--- src/design/fsr_pkg.sv ---
// constants and types shared by the flash status register block
package fsr_pkg;

  // ------------------------------------------------------------------
  // command opcodes
  // ------------------------------------------------------------------
  localparam logic [7:0] FSR_OP_READ_STATUS = 8'h05;
  localparam logic [7:0] FSR_OP_WRITE_SR1   = 8'h01;

  // ------------------------------------------------------------------
  // status byte one field positions
  // ------------------------------------------------------------------
  localparam int FSR_B1_LOCK  = 7;
  localparam int FSR_B1_RSV   = 6;
  localparam int FSR_B1_ERR   = 5;
  localparam int FSR_B1_WPP   = 4;
  localparam int FSR_B1_SWP_H = 3;
  localparam int FSR_B1_SWP_L = 2;
  localparam int FSR_B1_WEL   = 1;
  localparam int FSR_BX_BUSY  = 0;

  // ------------------------------------------------------------------
  // status byte two field positions
  // ------------------------------------------------------------------
  localparam int FSR_B2_RSV_H = 7;
  localparam int FSR_B2_RSV_L = 5;
  localparam int FSR_B2_RESET_COMMAND_ENABLE  = 4;
  localparam int FSR_B2_SLE   = 3;
  localparam int FSR_B2_PS    = 2;
  localparam int FSR_B2_ES    = 1;

  // ------------------------------------------------------------------
  // reset values and encodings
  // ------------------------------------------------------------------
  localparam logic       FSR_LOCK_RST = 1'b0;
  localparam logic       FSR_ERR_RST  = 1'b0;
  localparam logic       FSR_WEL_RST  = 1'b0;
  localparam logic       FSR_RESET_COMMAND_ENABLE_RST = 1'b0;
  localparam logic       FSR_SLE_RST  = 1'b0;
  localparam logic [1:0] FSR_SWP_NONE = 2'h0;
  localparam logic [1:0] FSR_SWP_SOME = 2'h1;
  localparam logic [1:0] FSR_SWP_ALL  = 2'h3;
  localparam logic [2:0] FSR_RSV2     = 3'h0;
  localparam logic [2:0] FSR_LAST_BIT = 3'h7;
  localparam logic [2:0] FSR_BIT0     = 3'h0;
  // sync input order: sclk, cs_n, si, wp_n; idle levels, sclk low
  localparam logic [3:0] FSR_PIN_RST  = 4'h5;

  // ------------------------------------------------------------------
  // command decode state
  // ------------------------------------------------------------------
  typedef enum logic [2:0] {
    FSR_M_OPCODE,
    FSR_M_READ,
    FSR_M_WSR1,
    FSR_M_WSR2,
    FSR_M_WREN,
    FSR_M_WRDI,
    FSR_M_SKIP
  } fsr_mode_t;

endpackage

--- src/design/fsr_sync.sv ---
// two flip-flop synchroniser for a group of pin inputs
`timescale 1ns/100ps
`default_nettype none

module fsr_sync #(
  parameter int             W   = 1,
  parameter logic [W-1:0]   RST = '0
) (
  input  wire logic         i_sys_clk,
  input  wire logic         i_rst_n,
  input  wire logic [W-1:0] i_async,
  output logic      [W-1:0] o_sync
);

  logic [W-1:0] meta_reg;
  logic [W-1:0] sync_reg;

  always_ff @(posedge i_sys_clk or negedge i_rst_n) begin
    if (!i_rst_n) begin
      meta_reg <= RST;
      sync_reg <= RST;
    end else begin
      meta_reg <= i_async;
      sync_reg <= meta_reg;
    end
  end

  assign o_sync = sync_reg;

endmodule

`default_nettype wire

--- src/design/fsr_status.sv ---
// serial flash status register bank with its read and write commands
`timescale 1ns/100ps
`default_nettype none

// How it works
// RULE1 - opcode 05h under chip select reads status
// RULE2 - output byte one, byte two, repeating
// RULE3 - live status per byte; busy in bit 0
// RULE4 - status read accepted even while busy
// RULE5 - host reads four bytes at fast clocks
// RULE6 - chip select release ends read, output floats
// RULE7 - byte one bit 7 is protection lock
// RULE8 - reserved bits read zero
// RULE9 - byte one bit 5 is error flag
// RULE10 - error flag refreshed after each operation
// RULE11 - aborted operations never set error flag
// RULE12 - byte one bit 4 mirrors write protect
// RULE13 - bits 3:2 give protection summary
// RULE14 - byte one bit 1 is write enable latch
// RULE15 - busy bit reads 1 during operations
// RULE16 - byte two bit 4 reset command enable
// RULE17 - byte two bit 3 lockdown commands enable
// RULE18 - byte two bits 2,1 suspend flags
// RULE19 - status writes change only writable bits
// RULE20 - lock set blocks protection changes
// RULE21 - lock clears at power-up, not soft reset
// RULE22 - write protect allows lock only 0 to 1
// RULE23 - byte one written by opcode 01h plus data
// RULE24 - refused lock clear still clears write enable
// RULE25 - msb first, changed after falling clock
module fsr_status
  import fsr_pkg::*;
#(
  parameter logic [7:0] OP_WRITE_SR2 = 8'h31,
  parameter logic [7:0] OP_WREN      = 8'h06,
  parameter logic [7:0] OP_WRDI      = 8'h04
) (
  input  wire logic       i_sys_clk,
  input  wire logic       i_rst_n,
  input  wire logic       i_spi_sclk,
  input  wire logic       i_spi_cs_n,
  input  wire logic       i_spi_si,
  input  wire logic       i_wp_n,
  input  wire logic       i_busy,
  input  wire logic       i_op_done,
  input  wire logic       i_op_fail,
  input  wire logic       i_op_abort,
  input  wire logic [1:0] i_software_protect_summary,
  input  wire logic       i_program_suspended_flag,
  input  wire logic       i_erase_suspended_flag,
  input  wire logic       i_lockdown_frozen,
  input  wire logic       i_wel_clear,
  output logic            o_spi_so,
  output logic            o_spi_so_oe,
  output logic            o_protection_lock_flag,
  output logic            o_write_enable_latch,
  output logic            o_reset_command_enable,
  output logic            o_lockdown_commands_enable,
  output logic            o_erase_program_error_flag
);

  // ------------------------------------------------------------------
  // state
  // ------------------------------------------------------------------
  typedef struct packed {
    fsr_mode_t  mode;
    logic [7:0] rx_sh;
    logic [2:0] rx_cnt;
    logic       got_byte;
    logic [7:0] data;
    logic [7:0] tx_sh;
    logic [2:0] tx_cnt;
    logic       tx_sel;
    logic       so;
    logic       so_oe;
    logic       sclk_q;
    logic       cs_n_q;
    logic       lock;
    logic       err;
    logic       write_enable_latch;
    logic       reset_command_enable;
    logic       lockdown_commands_enable;
  } fsr_state_t;

  fsr_state_t st_reg;
  fsr_state_t st_next;

  logic       s_sclk;
  logic       s_cs_n;
  logic       s_si;
  logic       s_wp_n;
  logic       sclk_rise;
  logic       sclk_fall;
  logic       cs_rise;
  logic       cs_fall;
  logic [7:0] byte_one;
  logic [7:0] byte_two;
  logic [7:0] live_byte;
  logic [7:0] rx_shifted;

  // ------------------------------------------------------------------
  // pin synchronisers
  // ------------------------------------------------------------------
  fsr_sync #(
    .W   (4),
    .RST (FSR_PIN_RST)
  ) u_sync (
    .i_sys_clk (i_sys_clk),
    .i_rst_n   (i_rst_n),
    .i_async   ({i_spi_sclk, i_spi_cs_n, i_spi_si, i_wp_n}),
    .o_sync    ({s_sclk, s_cs_n, s_si, s_wp_n})
  );

  assign sclk_rise  = s_sclk & ~st_reg.sclk_q & ~s_cs_n;
  assign sclk_fall  = ~s_sclk & st_reg.sclk_q & ~s_cs_n;
  assign cs_rise    = s_cs_n & ~st_reg.cs_n_q;
  assign cs_fall    = ~s_cs_n & st_reg.cs_n_q;
  assign rx_shifted = {st_reg.rx_sh[6:0], s_si};

  // ------------------------------------------------------------------
  // live status bytes
  // ------------------------------------------------------------------
  always_comb begin
    byte_one = '0;
    byte_one[FSR_B1_LOCK] = st_reg.lock;                      // [RULE7]
    byte_one[FSR_B1_RSV]  = 1'b0;                             // [RULE8]
    byte_one[FSR_B1_ERR]  = st_reg.err;                       // [RULE9]
    byte_one[FSR_B1_WPP]  = s_wp_n;                           // [RULE12]
    byte_one[FSR_B1_SWP_H:FSR_B1_SWP_L] =
      i_software_protect_summary;                            // [RULE13]
    byte_one[FSR_B1_WEL]  = st_reg.write_enable_latch;                       // [RULE14]
    byte_one[FSR_BX_BUSY] = i_busy;                           // [RULE15]
    byte_two = '0;
    byte_two[FSR_B2_RSV_H:FSR_B2_RSV_L] = FSR_RSV2;           // [RULE8]
    byte_two[FSR_B2_RESET_COMMAND_ENABLE] = st_reg.reset_command_enable;                      // [RULE16]
    byte_two[FSR_B2_SLE]  = st_reg.lockdown_commands_enable;                       // [RULE17]
    byte_two[FSR_B2_PS]   = i_program_suspended_flag;         // [RULE18]
    byte_two[FSR_B2_ES]   = i_erase_suspended_flag;           // [RULE18]
    byte_two[FSR_BX_BUSY] = i_busy;                           // [RULE3]
    live_byte = st_reg.tx_sel ? byte_two : byte_one;
  end

  // ------------------------------------------------------------------
  // next state
  // ------------------------------------------------------------------
  always_comb begin
    st_next        = st_reg;
    st_next.sclk_q = s_sclk;
    st_next.cs_n_q = s_cs_n;

    // error flag follows each finished operation; aborts never reach it
    if (i_op_done) begin
      st_next.err = i_op_fail;                      // [RULE10] [RULE11]
    end
    if (i_wel_clear) begin
      st_next.write_enable_latch = 1'b0;
    end
    if (i_lockdown_frozen) begin
      st_next.lockdown_commands_enable = 1'b0;
    end

    if (s_cs_n) begin
      st_next.so_oe = 1'b0;                                   // [RULE6]
      st_next.so    = 1'b0;
    end

    if (cs_fall) begin
      st_next.mode     = FSR_M_OPCODE;
      st_next.rx_cnt   = FSR_BIT0;
      st_next.got_byte = 1'b0;
      st_next.tx_cnt   = FSR_BIT0;
      st_next.tx_sel   = 1'b0;
    end else if (cs_rise) begin
      // write enable and status data take effect only on a whole-byte release; write disable on any release
      case (st_reg.mode)
        FSR_M_WREN: begin
          if (st_reg.rx_cnt == FSR_BIT0) begin
            st_next.write_enable_latch = 1'b1;
          end
        end
        FSR_M_WRDI: begin
          st_next.write_enable_latch = 1'b0;
        end
        FSR_M_WSR1: begin
          if (st_reg.write_enable_latch) begin
            st_next.write_enable_latch = 1'b0;                               // [RULE24]
            if (st_reg.got_byte && st_reg.rx_cnt == FSR_BIT0 &&
                !(!s_wp_n && st_reg.lock &&
                  !st_reg.data[FSR_B1_LOCK])) begin
              st_next.lock = st_reg.data[FSR_B1_LOCK];        // [RULE22]
            end
          end
        end
        FSR_M_WSR2: begin
          if (st_reg.write_enable_latch) begin
            st_next.write_enable_latch = 1'b0;
            if (st_reg.got_byte && st_reg.rx_cnt == FSR_BIT0) begin
              st_next.reset_command_enable = st_reg.data[FSR_B2_RESET_COMMAND_ENABLE];        // [RULE19]
              st_next.lockdown_commands_enable  = st_reg.data[FSR_B2_SLE] &
                             ~i_lockdown_frozen;
            end
          end
        end
        default: begin
        end
      endcase
      st_next.mode = FSR_M_SKIP;
    end else if (sclk_rise) begin
      st_next.rx_sh  = rx_shifted;
      st_next.rx_cnt = st_reg.rx_cnt + 3'h1;
      if (st_reg.rx_cnt == FSR_LAST_BIT) begin
        case (st_reg.mode)
          FSR_M_OPCODE: begin
            // read status is decoded whatever the busy state
            if (rx_shifted == FSR_OP_READ_STATUS) begin
              st_next.mode = FSR_M_READ;          // [RULE1] [RULE4]
            end else if (rx_shifted == FSR_OP_WRITE_SR1) begin
              st_next.mode = FSR_M_WSR1;                      // [RULE23]
            end else if (rx_shifted == OP_WRITE_SR2) begin
              st_next.mode = FSR_M_WSR2;
            end else if (rx_shifted == OP_WREN) begin
              st_next.mode = FSR_M_WREN;
            end else if (rx_shifted == OP_WRDI) begin
              st_next.mode = FSR_M_WRDI;
            end else begin
              st_next.mode = FSR_M_SKIP;
            end
          end
          FSR_M_WSR1, FSR_M_WSR2: begin
            // only the first data byte counts
            if (!st_reg.got_byte) begin
              st_next.data = rx_shifted;
            end
            st_next.got_byte = 1'b1;
          end
          default: begin
          end
        endcase
      end
    end else if (sclk_fall && st_reg.mode == FSR_M_READ) begin
      st_next.so_oe  = 1'b1;
      st_next.tx_cnt = st_reg.tx_cnt + 3'h1;
      if (st_reg.tx_cnt == FSR_BIT0) begin
        // fresh status sampled at the start of every byte
        st_next.so    = live_byte[7];             // [RULE3] [RULE25]
        st_next.tx_sh = {live_byte[6:0], 1'b0};
      end else begin
        st_next.so    = st_reg.tx_sh[7];                      // [RULE25]
        st_next.tx_sh = {st_reg.tx_sh[6:0], 1'b0};
      end
      if (st_reg.tx_cnt == FSR_LAST_BIT) begin
        st_next.tx_sel = ~st_reg.tx_sel;                      // [RULE2]
      end
    end
  end

  // ------------------------------------------------------------------
  // registers; lock returns to zero by power-up reset or by a status write with write protect high
  // ------------------------------------------------------------------
  always_ff @(posedge i_sys_clk or negedge i_rst_n) begin
    if (!i_rst_n) begin
      st_reg          <= '0;
      st_reg.mode     <= FSR_M_SKIP;
      st_reg.sclk_q   <= 1'b0;
      st_reg.cs_n_q   <= 1'b1;
      st_reg.lock     <= FSR_LOCK_RST;                        // [RULE21]
      st_reg.err      <= FSR_ERR_RST;
      st_reg.write_enable_latch      <= FSR_WEL_RST;
      st_reg.reset_command_enable     <= FSR_RESET_COMMAND_ENABLE_RST;
      st_reg.lockdown_commands_enable      <= FSR_SLE_RST;
    end else begin
      st_reg <= st_next;
    end
  end

  assign o_spi_so                   = st_reg.so;
  assign o_spi_so_oe                = st_reg.so_oe;
  assign o_protection_lock_flag     = st_reg.lock;            // [RULE20]
  assign o_write_enable_latch       = st_reg.write_enable_latch;
  assign o_reset_command_enable     = st_reg.reset_command_enable;
  assign o_lockdown_commands_enable = st_reg.lockdown_commands_enable;
  assign o_erase_program_error_flag = st_reg.err;

  // ------------------------------------------------------------------
  // assertions
  // ------------------------------------------------------------------
  logic tx_load;
  assign tx_load = sclk_fall && st_reg.mode == FSR_M_READ &&
                   st_reg.tx_cnt == FSR_BIT0;
endmodule

`default_nettype wire

--- config.mk ---
export PLATFORM = sky130hd
export DESIGN_NAME = fsr_status
export DESIGN_NICKNAME = d
export VERILOG_FILES = /design/src/design/fsr_pkg.sv /design/src/design/fsr_sync.sv /design/src/design/fsr_status.sv
export SDC_FILE = /design/constraint.sdc
export NUM_CORES = 1
export LEC_CHECK = 0
export BUFFER_PORTS_ARGS = -buffer_cell sky130_fd_sc_hd__buf_4
export CORE_ASPECT_RATIO = 1.25
export CORE_UTILIZATION = 30
export CTS_BUF_LIST = sky130_fd_sc_hd__clkbuf_8 sky130_fd_sc_hd__clkbuf_16
export DETAILED_ROUTE_END_ITERATION = 8
export MAX_ROUTING_LAYER = met4
export PLACE_DENSITY = 0.56
export SLEW_MARGIN = 30
export SYNTH_ARGS = -nofsm -noshare
export SYNTH_HDL_FRONTEND = slang
export SYNTH_HIERARCHICAL = 1
export SYNTH_SLANG_ARGS = --single-unit
export TNS_END_PERCENT = 30
--- constraint.sdc ---
create_clock -name i_sys_clk -period 2.05 [get_ports i_sys_clk]
set_clock_uncertainty 0.15 [all_clocks]
set_input_delay 0.41 -clock i_sys_clk [delete_from_list [all_inputs] [get_ports i_sys_clk]]
set_output_delay 0.41 -clock i_sys_clk [all_outputs]
set_load 0.02 [all_outputs]
**Word-level counts from Yosys, hierarchy flattened**

Cells that the tools add are included.

- Bits in registers: 52
- Input port bits: 16
- Output and inout bits: 7
- Latch bits: 0
- RAM bits: 0
- Logic and storage cells: 116
- Memories: 0
- Bits in read-only memories: 0

- Magnitude comparators: 0
- Equal/unequal tests: 14
- Divide/modulo/power cells: 0
- Bitwise gates (word level): 17
- Multiplexer cells: 34
- Shift operators: 0
- Add/sub/neg operators: 2
- Reductions and logical operators: 30
- Multipliers: 0

Operators by type and width:

| kind | number |
|---|---|
| 3-bit 2-to-1 mux | 10 |
| 14-bit 2-to-1 mux | 2 |
| 26-bit 2-to-1 mux | 1 |
| 8-bit by 3-bit equality test with 1-bit output (second input constant) | 3 |
| 8-bit 2-to-1 mux | 3 |
| 23-bit 2-to-1 mux | 1 |
| 9-bit 2-to-1 mux | 2 |
| 3-bit equality test (second input constant) | 4 |
| 2-bit 2-to-1 mux | 6 |
| 4-bit AND reduction | 3 |
| 1-bit NOT | 10 |
| 5-bit AND reduction | 2 |
| 2-bit nonzero test | 5 |
| 3-bit zero test | 3 |
| 3-bit AND reduction | 3 |
| 3-bit nonzero test | 3 |
| 8-bit by 1-bit equality test with 1-bit output (second input constant) | 1 |
| 8-bit by 6-bit equality test with 1-bit output (second input constant) | 1 |
| 4-bit 2-to-1 mux | 2 |
| 1-bit bitwise AND | 7 |
| 3-bit by 1-bit adder with 3-bit output (second input constant) | 2 |
| 3-bit by 2-bit equality test with 1-bit output (second input constant) | 2 |
| 1-bit 2-to-1 mux | 6 |
| 6-bit AND reduction | 1 |
| other kinds (7) | 14 |

**Depth between registers and ports, before layout**

- Depth in word-level cells: 11
- Depth in mapped cells: 8
- Gate-level depth less buffers: 6

**Hierarchy**

The synthesis kept the hierarchy.

By module, submodules not included:

| module | instances | area an instance (µm²) | sequential area each (µm²) | cells each |
|---|---|---|---|---|
| fsr_status | 1 | 1903.1 | 929.6 | 178 |
| fsr_sync | 1 | 205.2 | 205.2 | 8 |

**Worst setup path after synthesis**

OpenSTA, ideal clock, no wires.

- Path kind: register to register
- From: register u_sync.sync_reg[2], in the netlist u_sync/o_sync[2]
- To: register st_reg[24] in the netlist's numbering
- Buffers on the path: 1
- Required time: 1.775 ns
- Data arrival time: 1.831 ns
- Setup time: 0.125 ns
- Clock period less this slack: 2.106 ns
- Path slack: -0.056 ns
- Stages on the path, launching flop included: 8
- Cell sequence: dfstp_2 inv_1 ha_1 buf_6 nor2_1 nand2_2 nor3_4 mux2_2

- Word-level cells in the longest chain between the ends: 4
- Elaborated cells on any way between the ends: 7
- Those cells by class: bitwise (6); reduce/logical (1)

Ends and longest elaborated chain:

| what | RTL line | text |
|---|---|---|
| from (decl) | fsr_sync.sv:16 | `logic [W-1:0] sync_reg;` |
| from (signal assigned) | fsr_sync.sv:24 | `sync_reg <= meta_reg;` |
| 1-bit NOT | fsr_status.sv:114, fsr_status.sv:117 |  |
| 1-bit bitwise AND | fsr_status.sv:117 | `assign cs_fall = ~s_cs_n & st_reg.cs_n_q;` |
| 1-bit NOT (no source line) | - |  |
| 6-bit AND reduction (no source line) * | - |  |
| to (signal assigned) | fsr_status.sv:272 | `st_reg <= st_next;` |
| to (decl) | fsr_status.sv:85 | `fsr_state_t st_reg;` |

Mark *: on every way between the ends. The rest lies on a longest branch, timed or not.
A chain may end at the register's enable or synchronous reset.

**Worst setup path in the final report**

- From: register st_reg[5] in the netlist's numbering
- To: register st_reg[24] in the netlist's numbering

- Word-level cells in the longest chain between the ends: 4
- Elaborated cells on any way between the ends: 6
- Those cells by class: bitwise (5); reduce/logical (1)

Ends and longest elaborated chain:

| what | RTL line | text |
|---|---|---|
| 1-bit NOT | fsr_status.sv:116 | `assign cs_rise = s_cs_n & ~st_reg.cs_n_q;` |
| 1-bit bitwise AND | fsr_status.sv:116 |  |
| 1-bit NOT (no source line) | - |  |
| 6-bit AND reduction (no source line) * | - |  |

Marked as above.

==> metrics <==
status=complete, no violations; Setup TNS=0 ns; asr flop ratio synth=100%; CTS max path bufs=2; hold path start=i_spi_sclk; Mapped Cells=about 190; IO Port Bufs=21; I/O pin total=23; Max Clock Freq=517 MHz; final net count=~240; Placed Area=roughly 2400 um^2; measured slew at the worst slew-check pin=approximately 0.58 ns; Congestion Overflow GR=0; most frequent cells in the layout=38 x dfrtp_1, 28 x buf_4, 18 x inv_1, 16 x o21ai_0, 15 x nand2_1; largest net degree at the start of global routing=between 40 and 50; class of the worst hold path=input port to register; RSZ-0062 raised after global routing=false; dominant synthesized flop cell=dfrtp_1; total setup buffers inserted after CTS=0; PwrDens=about 730 nW/um^2; starting density of the core=between 30% and 40%; Yosys warnings=6; max reg flops=23; worst endpoint required time=approximately 2.1 ns; Crit-path slowest cell=dfstp_2; number of global-route vias before repair=approximately 1,500; antenna violations before repair=0; ant diodes=0; Mapped Avg Cell Area=approximately 11 um^2; share of cells above drive strength 1=~30%; final WL=about 3900 um; CTS root buf=clkbuf_8; Fill cells=691; WL/cell=about 13 um; Setup violations, final=0; via/cell ratio=approximately 4.7; count of final hold-check violations=0; full die area=around 7400 um^2; CTS H-tree depth=2; CTS tree=yes; fraction of the cycle the final worst path needs=94.4%; Setup CP Type=register to register; mapped cell area=about 2100 um^2; FF+latch count, synth=45; core area=between 6000 and 7000 um^2; Setup crit start=st_reg[5]; EDFF count, synth=0; vias=around 1,400; TritonCTS Buffers=5; Worst VDD drop=between 0.0002 and 0.0003 V; register area=~1100 um^2; floorplan row count=33; sequential-to-total area share from yosys stat=a little over half; crit path launch type=register; synth-to-layout area growth=18.9%; Post-Syn Nets=211; CP endpoint kind=register; Placer Congestion=between 0.7 and 0.8; final worst path period need=just under 2 ns; Residual DRC=0; multi-input logic area=between 800 and 900 um^2; Worst slew margin=61.6%; Die Width=77.0 um; Max Cap Violations=0; worst skew pair latency=around 0.29 ns; fin area=approximately 2500 um^2; Worst path max stage delay=roughly 0.55 ns; Critical R2R Launch=st_reg[5]; count of different cell masters after synthesis=44; CP arrival=roughly 2.0 ns; commonest non-fill, non-tap cell in the layout=dfrtp_1; Pleak=~0.0012 uW; fin. max-slew vios=0; CP cell instances=inv_1, ha_1, nor2_2, nand2_2, nor3_4, mux2_2; HPWL Detailed=2780 um; DR iter-0 viols=slightly above 60; global-route wire length before repair=about 6900 um; worst-path maximum fanout=4; register clock-pin slew on the reported worst setup and hold paths=0.08 ns; die height=~96 um; Routed Antenna Nets=0; clock sinks=between 40 and 50; DRT Pass-1 Iters=4; Global Route Usage Sum=between 10% and 20%
[cell type report]
cell class | count | area share (%)
clock inverter | 3 | 0.499
timing repair buffer | 30 | 9.58
clock buffer | 5 | 2.74
sequential | 45 | 45.3
multi-input combinational | 119 | 35.2
inverter | 16 | 2.40
tap | 87 | 4.34
[critical path: cells and delay by family, from the launching register on]
kind                       cells  cell delay (ns)
buffers and inverters          1             0.04
DFF                            1             0.55
muxes                          1             0.35
adders and majority gates      1             0.24
and+or+nand+nor                3             0.48
[routing by layer]
metal / global-route usage, % / routed length (um)
met1: 14.2 / 1780
met4: 5.19 / 34
met2: 21.3 / 1920
met5: - / 0
met3: 2.56 / 123
[worst paths after layout]
kind	cells after the start	slack [ns]	end
max in group asynchronous	2	0.86	st_reg[32]
max	6	0.12	st_reg[24]
max reg2reg	6	0.12	st_reg[24]
min in group asynchronous	2	0.50	rx_shifted[2]
min	1	0.07	u_sync/meta_reg[3]
min reg2reg	0	0.20	u_sync/o_sync[3]
[metrics by stage]
step / std cells / hold WS (ns) / util (%) / total power (uW) / setup WS, ns
global route: 305 / 0.0499 / 37.5 / 1940 / 0.0103
detailed placement: 296 / 0.186 / 36.0 / 1330 / 0.122
CTS: 305 / 0.0584 / 37.4 / 1860 / 0.0996
floorplan: 186 / -0.0356 / - / 1220 / 0.0128
finish: 305 / 0.0676 / 37.5 / 1830 / 0.115
global placement: 296 / 0.183 / 36.0 / 1330 / 0.144
[report_power, final]
part	internal [uW]	switching (uW)	total, uW	leakage [uW]
sequential	971	77.6	1050	0.000563
clock	230	285	514	0.0000505
combinational	133	133	267	0.000582
total	1330	496	1830	0.00120
[cell usage after synthesis, drive strengths merged (2+ instances only)]
master,count,area share [%]
a21o,2,0.71
a21oi,12,2.8
a22o,2,0.83
a41o,2,0.95
and2,2,0.71
buf,5,1.7
dfrtp,38,45
dfstp,7,8.7
ha,9,5.3
inv,16,2.8
mux2,11,5.9
mux2i,6,2.8
nand2,16,3.0
nand3,4,1.2
nor2,10,1.8
nor2b,2,0.59
nor3,4,1.5
nor3b,2,1.2
nor4b,2,1.5
o21ai,16,3.8
o31ai,2,0.71
or2,2,0.59
[cells by family (layout without fill, tap and decap cells)]
family	count (synthesis)	after routing	share of synthesized area [%]
compound gates	44	44	13.3
fa+ha+maj	9	9	5.34
mux	17	17	8.72
flops	45	45	53.8
simple gates	49	49	14.1
buf+inv	22	54	4.75
[timing repair]
item	in CTS	in global routing
setup endpoints to repair	0	1
hold buffers	1	0
gates resized for setup	0	1
endpoints found under the hold margin	38	0
Note: power is estimated with default switching activity, not from simulation.
